--- src/hw/bcx_defs.svh ---
// Constants of the branch/compare execution unit: offsets, fields, resets, cycle counts
`ifndef BCX_DEFS_SVH
`define BCX_DEFS_SVH

// Register byte offsets on the AHB-Lite slave
`define BCX_REG_CTRL 8'h00
`define BCX_REG_PROG 8'h04
`define BCX_REG_STATE 8'h08
`define BCX_REG_COUNT 8'h0C
`define BCX_CTRL_RUN_BIT 0
`define BCX_CTRL_RST 1'h1

// Status register bit positions
`define BCX_FLAG_C 0
`define BCX_FLAG_Z 1
`define BCX_FLAG_N 2
`define BCX_FLAG_V 3
`define BCX_FLAG_H 5
`define BCX_FLAG_I 7

// Cycle counts minus one, as loaded into the busy counter
`define BCX_CYC2_M1 2'h1
`define BCX_CYC3_M1 2'h2
`define BCX_CYC4_M1 2'h3

// Opcode masks and patterns
`define BCX_M_REL 16'hF000
`define BCX_P_RELATIVE_JUMP_OP 16'hC000
`define BCX_P_RELATIVE_CALL_OP 16'hD000
`define BCX_M_FULL 16'hFFFF
`define BCX_P_POINTER_JUMP_OP 16'h9409
`define BCX_P_POINTER_CALL_OP 16'h9509
`define BCX_P_SUBRET 16'h9508
`define BCX_P_IRQRET 16'h9518
`define BCX_M_RR 16'hFC00
`define BCX_P_COMPARE_SKIP_EQUAL_OP 16'h1000
`define BCX_P_CMP 16'h1400
`define BCX_P_CMPC 16'h0400
`define BCX_P_CMPI 16'h3000
`define BCX_M_SKB 16'hFE08
`define BCX_P_SKBC 16'hFC00
`define BCX_P_SKBS 16'hFE00
`define BCX_M_BRB 16'hFC00
`define BCX_P_BRANCH_STATUS_BIT_SET_OP 16'hF000
`define BCX_P_BRANCH_STATUS_BIT_CLEAR_OP 16'hF400
// Two-word instruction patterns (direct load/store, long jump/call)
`define BCX_M_LDS 16'hFC0F
`define BCX_P_LDS 16'h9000
`define BCX_M_JMP 16'hFE0C
`define BCX_P_JMP 16'h940C

`endif

--- src/hw/bcx_pkg.sv ---
// Types shared by the branch/compare execution unit
package bcx_pkg;
   typedef enum logic [3:0] {
      bcx_other_op = 4'h0,
      bcx_relative_jump_op = 4'h1,
      bcx_pointer_jump_op = 4'h2,
      bcx_relative_call_op = 4'h3,
      bcx_pointer_call_op = 4'h4,
      bcx_subroutine_return_op = 4'h5,
      bcx_interrupt_return_op = 4'h6,
      bcx_compare_skip_equal_op = 4'h7,
      bcx_register_compare_op = 4'h8,
      bcx_compare_with_carry_op = 4'h9,
      bcx_compare_immediate_op = 4'hA,
      bcx_skip_reg_bit_clear_op = 4'hB,
      bcx_skip_reg_bit_set_op = 4'hC,
      bcx_branch_status_bit_set_op = 4'hD,
      bcx_branch_status_bit_clear_op = 4'hE
   } bcx_op_t;

   typedef enum logic [1:0] {
      BCX_IDLE = 2'b01,
      BCX_BUSY = 2'b10
   } bcx_state_t;
endpackage

--- src/hw/bcx_dec_if.sv ---
// Decoded instruction fields passed from the decoder to the execution unit
`timescale 1ns/1ps
interface bcx_dec_if;
   import bcx_pkg::*;
   logic [15:0] instr;
   logic [15:0] next_instr;
   bcx_op_t op;
   logic [4:0] rd;
   logic [4:0] rr;
   logic [7:0] imm;
   logic [2:0] bsel;
   logic [15:0] off;
   logic two_word;
   modport dec (input instr, input next_instr, output op, output rd, output rr,
      output imm, output bsel, output off, output two_word);
   modport exe (output instr, output next_instr, input op, input rd, input rr,
      input imm, input bsel, input off, input two_word);
endinterface

--- src/hw/bcx_cmp.sv ---
// Subtract-and-discard unit producing the compare flags
`timescale 1ns/1ps
`include "bcx_defs.svh"
module bcx_cmp (
   // Operands
   input wire logic [7:0] a,
   input wire logic [7:0] b,
   input wire logic use_carry,
   input wire logic [7:0] flags_in,
   // Result flags
   output logic [7:0] flags_out
);
   logic [8:0] diff;
   logic [7:0] r;
   logic cin;

   always_comb
   begin
      cin = use_carry & flags_in[`BCX_FLAG_C];
      diff = {1'b0, a} - {1'b0, b} - {8'h00, cin};
      r = diff[7:0];
      flags_out = flags_in;
      flags_out[`BCX_FLAG_C] = diff[8];
      flags_out[`BCX_FLAG_N] = r[7];
      flags_out[`BCX_FLAG_H] = (~a[3] & b[3]) | (b[3] & r[3]) | (r[3] & ~a[3]);
      flags_out[`BCX_FLAG_V] = (a[7] & ~b[7] & ~r[7]) | (~a[7] & b[7] & r[7]);
      // With carry the zero flag can only be kept or cleared, so multi-byte compares chain
      flags_out[`BCX_FLAG_Z] = (r == 8'h00) & (~use_carry | flags_in[`BCX_FLAG_Z]);
   end
endmodule // bcx_cmp

--- src/hw/bcx_decode.sv ---
// Instruction decoder for control-flow and compare instructions
`timescale 1ns/1ps
`include "bcx_defs.svh"
module bcx_decode (
   // Decoded fields
   bcx_dec_if.dec d
);
   import bcx_pkg::*;

   function automatic logic hit(input logic [15:0] w, input logic [15:0] m,
      input logic [15:0] p);
      hit = ((w & m) == p);
   endfunction

   always_comb
   begin
      d.op = bcx_other_op;
      if (hit(d.instr, `BCX_M_REL, `BCX_P_RELATIVE_JUMP_OP)) d.op = bcx_relative_jump_op;
      else if (hit(d.instr, `BCX_M_REL, `BCX_P_RELATIVE_CALL_OP)) d.op = bcx_relative_call_op;
      else if (hit(d.instr, `BCX_M_FULL, `BCX_P_POINTER_JUMP_OP)) d.op = bcx_pointer_jump_op;
      else if (hit(d.instr, `BCX_M_FULL, `BCX_P_POINTER_CALL_OP)) d.op = bcx_pointer_call_op;
      else if (hit(d.instr, `BCX_M_FULL, `BCX_P_SUBRET)) d.op = bcx_subroutine_return_op;
      else if (hit(d.instr, `BCX_M_FULL, `BCX_P_IRQRET)) d.op = bcx_interrupt_return_op;
      else if (hit(d.instr, `BCX_M_RR, `BCX_P_COMPARE_SKIP_EQUAL_OP)) d.op = bcx_compare_skip_equal_op;
      else if (hit(d.instr, `BCX_M_RR, `BCX_P_CMP)) d.op = bcx_register_compare_op;
      else if (hit(d.instr, `BCX_M_RR, `BCX_P_CMPC)) d.op = bcx_compare_with_carry_op;
      else if (hit(d.instr, `BCX_M_REL, `BCX_P_CMPI)) d.op = bcx_compare_immediate_op;
      else if (hit(d.instr, `BCX_M_SKB, `BCX_P_SKBC)) d.op = bcx_skip_reg_bit_clear_op;
      else if (hit(d.instr, `BCX_M_SKB, `BCX_P_SKBS)) d.op = bcx_skip_reg_bit_set_op;
      else if (hit(d.instr, `BCX_M_BRB, `BCX_P_BRANCH_STATUS_BIT_SET_OP)) d.op = bcx_branch_status_bit_set_op;
      else if (hit(d.instr, `BCX_M_BRB, `BCX_P_BRANCH_STATUS_BIT_CLEAR_OP)) d.op = bcx_branch_status_bit_clear_op;
   end

   // Immediate compare reaches only the upper sixteen registers
   assign d.rd = (d.op == bcx_compare_immediate_op) ? {1'b1, d.instr[7:4]} : d.instr[8:4];
   assign d.rr = (d.op == bcx_skip_reg_bit_clear_op || d.op == bcx_skip_reg_bit_set_op) ?
      d.instr[8:4] : {d.instr[9], d.instr[3:0]};
   assign d.imm = {d.instr[11:8], d.instr[3:0]};
   assign d.bsel = d.instr[2:0];
   assign d.off = (d.op == bcx_branch_status_bit_set_op ||
      d.op == bcx_branch_status_bit_clear_op) ?
      {{9{d.instr[9]}}, d.instr[9:3]} : {{4{d.instr[11]}}, d.instr[11:0]};
   assign d.two_word = hit(d.next_instr, `BCX_M_LDS, `BCX_P_LDS) ||
      hit(d.next_instr, `BCX_M_JMP, `BCX_P_JMP);
endmodule // bcx_decode

--- src/hw/bcx_exec_unit.sv ---
// Execution unit for jumps, calls, returns, compares, skips and status branches
//
// How it works
// - Relative jump: target offset plus one, two cycles
// - Pointer jump loads pointer pair, two cycles
// - Relative call: offset plus one, three cycles
// - Pointer call loads pointer pair, three cycles
// - Subroutine return pops address, four cycles
// - Equal registers skip next; one to three cycles
// - Register compare sets five flags, one cycle
// - Compare with carry subtracts carry too
// - Immediate compare sets five flags, one cycle
// - Skip when register bit is zero
// - Skip when register bit is one
// - Branch when status bit set; one/two cycles
// - Branch when status bit clear; one/two cycles
//
// The register addresses and the AHB-Lite interface to the registers were decided locally.
`timescale 1ns/1ps
`include "bcx_defs.svh"
module bcx_exec_unit #(
   parameter int PC_W = 16
) (
   // Clock and reset
   input wire logic hclk,
   input wire logic hresetn,
   // AHB-Lite slave
   input wire logic hsel,
   input wire logic [31:0] haddr,
   input wire logic [1:0] htrans,
   input wire logic hwrite,
   input wire logic [2:0] hsize,
   input wire logic [31:0] hwdata,
   input wire logic hready,
   output logic hreadyout,
   output logic hresp,
   output logic [31:0] hrdata,
   // Instruction fetch
   input wire logic instr_valid,
   input wire logic [15:0] instr,
   input wire logic [15:0] next_instr,
   output logic instr_ready,
   output logic [PC_W-1:0] program_counter,
   // Register file and status register
   output logic [4:0] rd_addr,
   output logic [4:0] rr_addr,
   input wire logic [7:0] rd_data,
   input wire logic [7:0] rr_data,
   input wire logic [7:0] status_in,
   input wire logic [PC_W-1:0] zptr,
   output logic flags_we,
   output logic [7:0] flags_out,
   output bcx_pkg::bcx_op_t last_op,
   // Stack
   output logic push_valid,
   output logic [PC_W-1:0] push_data,
   output logic pop_req,
   input wire logic [PC_W-1:0] stack_data
);
   import bcx_pkg::*;

   if (PC_W < 8 || PC_W > 16)
   begin : g_chk
      $error("PC_W must lie between 8 and 16");
   end

   typedef struct packed {
      bcx_state_t st;
      logic [1:0] cnt;
      logic [PC_W-1:0] prog;
      logic [PC_W-1:0] tgt;
      logic pop_req;
      logic pop_wait;
      logic push_v;
      logic [PC_W-1:0] push_d;
      logic flg_we;
      logic [7:0] flg;
      logic run;
      bcx_op_t last_op;
      logic [15:0] nops;
      logic hr_sel;
      logic hr_wr;
      logic [7:0] hr_addr;
      logic [31:0] hrdata;
   } bcx_regs_t;

   bcx_regs_t q_ff;
   bcx_regs_t nxt_q;

   bcx_dec_if dif ();
   logic [7:0] cmp_a;
   logic [7:0] cmp_b;
   logic cmp_use_c;
   logic [7:0] cmp_flags;
   logic accept;
   logic [PC_W-1:0] addr_plus1;
   logic [PC_W-1:0] rel_tgt;
   logic [PC_W-1:0] skip_tgt;
   logic [1:0] skip_m1;
   logic reg_bit;
   logic stat_bit;

   assign dif.instr = instr;
   assign dif.next_instr = next_instr;

   bcx_decode u_dec (
      .d(dif.dec)
   );

   bcx_cmp u_cmp (
      .a(cmp_a),
      .b(cmp_b),
      .use_carry(cmp_use_c),
      .flags_in(status_in),
      .flags_out(cmp_flags)
   );

   function automatic logic [31:0] reg_read(input logic [7:0] a, input bcx_regs_t s);
      reg_read = 32'h0000_0000;
      case (a)
         `BCX_REG_CTRL: reg_read[`BCX_CTRL_RUN_BIT] = s.run;
         `BCX_REG_PROG: reg_read[PC_W-1:0] = s.prog;
         `BCX_REG_STATE: reg_read[7:0] = {s.last_op, 2'h0, s.st};
         `BCX_REG_COUNT: reg_read[15:0] = s.nops;
         default: reg_read = 32'h0000_0000;
      endcase
   endfunction

   // Fetch is only offered while running and no multi-cycle op is in flight
   assign instr_ready = q_ff.run && (q_ff.st == BCX_IDLE);
   assign accept = instr_valid && instr_ready;
   assign rd_addr = dif.rd;
   assign rr_addr = dif.rr;
   assign cmp_a = rd_data;
   assign cmp_b = (dif.op == bcx_compare_immediate_op) ? dif.imm : rr_data;
   assign cmp_use_c = (dif.op == bcx_compare_with_carry_op);

   assign addr_plus1 = q_ff.prog + {{(PC_W-1){1'b0}}, 1'b1};
   assign rel_tgt = q_ff.prog + dif.off[PC_W-1:0] + {{(PC_W-1){1'b0}}, 1'b1};
   // Skipping a two-word instruction costs one more word and one more cycle
   assign skip_tgt = q_ff.prog + (dif.two_word ? PC_W'(3) : PC_W'(2));
   assign skip_m1 = dif.two_word ? `BCX_CYC3_M1 : `BCX_CYC2_M1;
   assign reg_bit = rr_data[dif.bsel];
   assign stat_bit = status_in[dif.bsel];

   always_comb
   begin
      nxt_q = q_ff;
      nxt_q.push_v = 1'b0;
      nxt_q.pop_req = 1'b0;
      nxt_q.flg_we = 1'b0;
      nxt_q.hrdata = q_ff.hrdata;
      case (q_ff.st)
         BCX_IDLE:
         begin
            if (accept)
            begin
               nxt_q.last_op = dif.op;
               nxt_q.nops = q_ff.nops + 16'h0001;
               nxt_q.prog = addr_plus1;
               case (dif.op)
                  bcx_relative_jump_op:
                  begin
                     nxt_q.tgt = rel_tgt;
                     nxt_q.st = BCX_BUSY;
                     nxt_q.cnt = `BCX_CYC2_M1;
                     nxt_q.prog = q_ff.prog;
                  end
                  bcx_pointer_jump_op:
                  begin
                     nxt_q.tgt = zptr;
                     nxt_q.st = BCX_BUSY;
                     nxt_q.cnt = `BCX_CYC2_M1;
                     nxt_q.prog = q_ff.prog;
                  end
                  bcx_relative_call_op, bcx_pointer_call_op:
                  begin
                     // Return address goes out before the jump lands
                     nxt_q.push_v = 1'b1;
                     nxt_q.push_d = addr_plus1;
                     nxt_q.tgt = (dif.op == bcx_relative_call_op) ? rel_tgt : zptr;
                     nxt_q.st = BCX_BUSY;
                     nxt_q.cnt = `BCX_CYC3_M1;
                     nxt_q.prog = q_ff.prog;
                  end
                  bcx_subroutine_return_op, bcx_interrupt_return_op:
                  begin
                     nxt_q.pop_req = 1'b1;
                     nxt_q.st = BCX_BUSY;
                     nxt_q.cnt = `BCX_CYC4_M1;
                     nxt_q.prog = q_ff.prog;
                     if (dif.op == bcx_interrupt_return_op)
                     begin
                        nxt_q.flg_we = 1'b1;
                        nxt_q.flg = status_in;
                        nxt_q.flg[`BCX_FLAG_I] = 1'b1;
                     end
                  end
                  bcx_compare_skip_equal_op, bcx_skip_reg_bit_clear_op, bcx_skip_reg_bit_set_op:
                  begin
                     if ((dif.op == bcx_compare_skip_equal_op && rd_data == rr_data) ||
                        (dif.op == bcx_skip_reg_bit_clear_op && !reg_bit) ||
                        (dif.op == bcx_skip_reg_bit_set_op && reg_bit))
                     begin
                        nxt_q.tgt = skip_tgt;
                        nxt_q.st = BCX_BUSY;
                        nxt_q.cnt = skip_m1;
                        nxt_q.prog = q_ff.prog;
                     end
                  end
                  bcx_register_compare_op, bcx_compare_with_carry_op, bcx_compare_immediate_op:
                  begin
                     nxt_q.flg_we = 1'b1;
                     nxt_q.flg = cmp_flags;
                  end
                  bcx_branch_status_bit_set_op, bcx_branch_status_bit_clear_op:
                  begin
                     if (stat_bit == (dif.op == bcx_branch_status_bit_set_op))
                     begin
                        nxt_q.tgt = rel_tgt;
                        nxt_q.st = BCX_BUSY;
                        nxt_q.cnt = `BCX_CYC2_M1;
                        nxt_q.prog = q_ff.prog;
                     end
                  end
                  default: nxt_q.prog = addr_plus1;
               endcase
            end
         end
         BCX_BUSY:
         begin
            nxt_q.cnt = q_ff.cnt - 2'h1;
            // Stack answers in the cycle after the pop request
            nxt_q.pop_wait = q_ff.pop_req;
            if (q_ff.pop_wait)
               nxt_q.tgt = stack_data;
            if (q_ff.cnt == 2'h1)
            begin
               nxt_q.prog = q_ff.tgt;
               nxt_q.st = BCX_IDLE;
            end
         end
         default: nxt_q.st = BCX_IDLE;
      endcase

      // Bus data phase; address changes only while halted, to avoid racing a jump
      if (q_ff.hr_sel && q_ff.hr_wr)
      begin
         if (q_ff.hr_addr == `BCX_REG_CTRL)
            nxt_q.run = hwdata[`BCX_CTRL_RUN_BIT];
         if (q_ff.hr_addr == `BCX_REG_PROG && !q_ff.run && q_ff.st == BCX_IDLE)
            nxt_q.prog = hwdata[PC_W-1:0];
      end
      // Bus address phase; read data is captured here and held through the data phase
      nxt_q.hr_sel = hsel && htrans[1] && hready;
      if (hsel && htrans[1] && hready)
      begin
         nxt_q.hr_wr = hwrite;
         nxt_q.hr_addr = {haddr[7:2], 2'b00};
         if (!hwrite)
            nxt_q.hrdata = reg_read({haddr[7:2], 2'b00}, q_ff);
      end
   end

   always_ff @(posedge hclk or negedge hresetn)
   begin
      if (!hresetn)
      begin
         q_ff <= '0;
         q_ff.st <= BCX_IDLE;
         q_ff.run <= `BCX_CTRL_RST;
         q_ff.last_op <= bcx_other_op;
      end
      else
         q_ff <= nxt_q;
   end

   // Zero-wait slave, always OKAY
   assign hreadyout = 1'b1;
   assign hresp = 1'b0;
   assign hrdata = q_ff.hrdata;
   assign program_counter = q_ff.prog;
   assign push_valid = q_ff.push_v;
   assign push_data = q_ff.push_d;
   assign pop_req = q_ff.pop_req;
   assign flags_we = q_ff.flg_we;
   assign flags_out = q_ff.flg;
   assign last_op = q_ff.last_op;
endmodule // bcx_exec_unit

--- config.mk ---
export PLATFORM = sky130hd
export DESIGN_NAME = bcx_exec_unit
export DESIGN_NICKNAME = d
export VERILOG_FILES = /design/src/hw/bcx_pkg.sv /design/src/hw/bcx_dec_if.sv /design/src/hw/bcx_cmp.sv /design/src/hw/bcx_decode.sv /design/src/hw/bcx_exec_unit.sv
export VERILOG_INCLUDE_DIRS = /design/src /design/src/hw
export SDC_FILE = /design/constraint.sdc
export NUM_CORES = 1
export LEC_CHECK = 0
export BUFFER_PORTS_ARGS = -buffer_cell sky130_fd_sc_hd__buf_2
export CORE_AREA = 8 8 133 135
export DETAILED_ROUTE_END_ITERATION = 6
export DIE_AREA = 0 0 141 143
export PLACE_DENSITY_LB_ADDON = 0.15
export SYNTH_ARGS = -nofsm -noshare
export SYNTH_HDL_FRONTEND = slang
export SYNTH_SLANG_ARGS = --single-unit
--- constraint.sdc ---
create_clock -name hclk -period 5 [get_ports hclk]
set_input_delay 0 -clock hclk [delete_from_list [all_inputs] [get_ports hclk]]
set_output_delay 0 -clock hclk [all_outputs]
set_load 0.005 [all_outputs]
==> flow_summary.ini <==
[run_status]
run_status = finished clean

[place]
place.gp.congestion = 0.905
portBuffers = 185
dp.final_hpwl_um = 19700

[clock_network]
cts_made_buffers = 9
root_buffer = clkbuf_16
post_cts_resize_count = 0
htreeDepth = 3
cts_tree = built
clock_insertion_delay_worst_skew_ns = 0.36
clock_sinks = 109
worst_setup_hold_path_clk_slew_ns = 0.08
cts.repair_timing.setup_buffer_count = 0
ctsLongestPathBuffers = 2

[detailed_routing]
dr.first_iter.drc_count = 632
route.detailed.vias_per_inst = 5.80
drc = 0
drtPass1Iterations = 7
vias = 7795
drtAntennaViolNets = 0
avgRoutedWirePerCell_um = 19.2
totalWireLength_um = 25800

[synth]
proportion_of_synthesized_chip_area_in_sequential_cells = 0.310
yosys.cell_types.count = 77
synth_flop_cell = dfrtp_1
biggest_area_consumer_among_synthesized_cells = dfrtp_1
synth_warnings = 0
syn-instance-count = 1006
synth.top_cell.area_share = 0.304
post_synth.cell_area_avg_sq_um = 8.77
synth_edf_count = 0
netlist_area_sq_mm = 0.00882
ys_async_sr_fraction = 1.00
ys_ff_latch = 109
yosys-top-cells-area = dfrtp_1 (30%), buf_4 (7.2%), ha_1 (6.0%), nand2_1 (4.9%), o21ai_0 (4.7%)

[power]
cellLeakagePower_nw = 4.71
design_power_total_w = 0.00265
power_density_mw_per_mm2 = 268
worst_ir_drop_vdd_mv = 0.167

[worst_setup_path]
register_to_register_path_depth = 12
r2r_end = q_ff[105]
slowest_stage = nor4_1
worst-endpoint-arrival_ns = 3.72
timing_worst_setup_path_type = input port to flip-flop
ff2ff_setup_slack_ns = 1.85
highest_net_fanout_along_the_worst_path = 7
worst_ep_required_time_ns = 5.26
end_kind = flip-flop
buffering_stage_count_on_the_worst_path_with_inverters_included = 4
worstSetupStartpointType = input port
crit-reg2reg-launch = program_counter[0]
cp_top_family = simple AND/OR/NAND/NOR gates
timing.critical_path.cells = buf_2, or2_1, nor2_1, buf_4, mux2_2, ha_1, inv_1, ha_1, inv_1, and3_1, a2111oi_0, o311ai_0, nor4_1, a21oi_1, o31ai_1
crit_path_max_incr_delay_ns = 0.51

[min_path]
hold_path_startpoint = stack_data[15]
endpoint_worst_hold = q_ff[106]
worst_hold_path.num_cells = 3
hold_path.class = input port to flip-flop

[global_route]
global_route_usage_sum = 0.257
grt.overflow.total = 0
first_pass_grt_wire_length_um = 41500
grt_antenna_before_repair = 0
grt_max_degree = 61
number_of_global_route_vias_before_repair = 7834

[floorplanning]
design.core.area_sq_mm = 0.0156
design.die.area_sq_mm = 0.0202
row_count = 46
floorplan.die.width_um = 141
floorplan.die.height_um = 143
initial_cell_density_of_the_core = 0.565
io-pin-count = 255

[timing]
min_period_over_period = 0.692
setup_viols_final = 0
timing.max_slew.rel_slack = 0.197
finalHoldViolCount = 0
worst_clock_skew_ns = 0.0133
setup-tns-final_ns = 0
grt_setup_unrepaired = false
fin_crit_ns = 3.46
finalHoldWorstSlack_ns = 0.0205
worstMarginPinSlew_ns = 1.19
fmax_mhz = 289
final_max_slew_viol_count = 0

[flow_run]
drv.max_cap_violation_count = 0

[layout]
diodes = 0
fill_cells = 1395
flow.area_growth_from_synthesis_pct = 12.4
design.final.nets = 1331
most-common-layout-cells = buf_2 (184), nand2_1 (114), dfrtp_1 (107), o21ai_0 (82), nor2_1 (50)
most_common_cell_after_layout_fill_and_taps_aside = buf_2
final_layout_size_suffix_gt1_frac = 0.230
-- per-layer routing --
layer | vias up | GRT usage | wire length [um]
met5 | - | 0 | 0
met4 | 0 | 0.0690 | 384
met3 | 25 | 0.0454 | 1990
met2 | 364 | 0.416 | 11900
met1 | 3690 | 0.348 | 11500
li1 | 3716 | - | -
-- sequential cells by signal, summed over array words and instances (netlist names) --
register,count
hrdata,16
push_data,16
q_ff,46
flags_out,8
program_counter,16
flags_we,1
last_op,4
pop_req,1
push_valid,1
-- power by group --
group	switching, W	internal [W]	leakage, nW
Sequential	0.000136	0.000964	1.49
Combinational	0.000449	0.000370	3.08
Clock	0.000340	0.000392	0.143
Total	0.000925	0.00173	4.71
-- how the worst max path moves through the flow --
stage,from,endpoint,slack (ns),cells after the start
after detailed placement,instr[14],flags_out[3],1.22,15
after global placement,instr[14],flags_out[1],1.29,15
after floorplan,instr[14],flags_out[1],1.49,15
after CTS,instr[14],flags_out[3],1.60,15
final,instr[14],flags_out[1],1.54,15
after global routing,instr[14],flags_out[1],1.30,15
-- worst register-to-register path, cell delays in order, from the launching register on --
cell      delay [ns]
dfrtp_1         0.52
inv_1           0.20
ha_1            0.17
inv_1           0.05
fa_1            0.41
a211o_1         0.30
a21oi_1         0.29
o21bai_1        0.14
nand2b_1        0.18
a311oi_1        0.27
xnor2_1         0.12
a222oi_1        0.25
mux2i_1         0.12
-- synthesized netlist by cell type, types with 8 or more instances --
cell      instances
mux2_1           10
xor2_1           32
dfrtp_1         107
nand2_1         114
nor2_1           50
o221ai_1          9
buf_2             8
a22oi_1          34
mux2_2           24
o21ai_0          83
nand2b_1         12
inv_1            48
clkbuf_1         38
and3_1           12
and2_1            8
nand3_1          20
a21o_1           11
xnor2_1          46
a221o_1          10
nor3_1           13
buf_4            84
a21oi_1          30
mux2i_1          14
nand4_1          12
o211ai_1         10
nor4_1            8
ha_1             42
-- through the flow --
step | std cells | utilization | setup WS, ns | cell area, sq um
after floorplan | 1022 | - | 1.49 | 8880
after global placement | 1298 | 0.597 | 1.29 | 9310
after global routing | 1344 | 0.635 | 1.30 | 9910
final | 1344 | 0.635 | 1.54 | 9910
after detailed placement | 1298 | 0.597 | 1.22 | 9310
after CTS | 1344 | 0.635 | 1.60 | 9910
-- cell type report --
class	count	area, sq um	area share
multi-input cells	731	5130	0.518
flip-flops and latches	109	2730	0.275
repair buffers	224	1300	0.131
well taps	216	270	0.0273
clock buffers	9	225	0.0227
inverters	48	180	0.0182
clock inverters	7	75.1	0.00757
-- kinds of logic (layout without fill, tap and decap cells) --
group | Yosys count | count (layout) | synth area share
adder cells (fa/ha/maj) | 45 | 45 | 0.0664
AND/OR/NAND/NOR | 299 | 299 | 0.170
buffers and inverters | 182 | 288 | 0.116
other | 2 | 18 | 0.000852
multiplexers | 58 | 58 | 0.0814
AO/OA/AOI/OAI | 233 | 233 | 0.179
XOR/XNOR | 78 | 78 | 0.0775
flip-flops | 109 | 109 | 0.310
-- timing repair --
action                                 in CTS  in global routing
endpoints found under the hold margin      89                  0
hold buffers                               30                  0
setup endpoints to repair                   0                  0
Power figures use the tool's default switching activity.
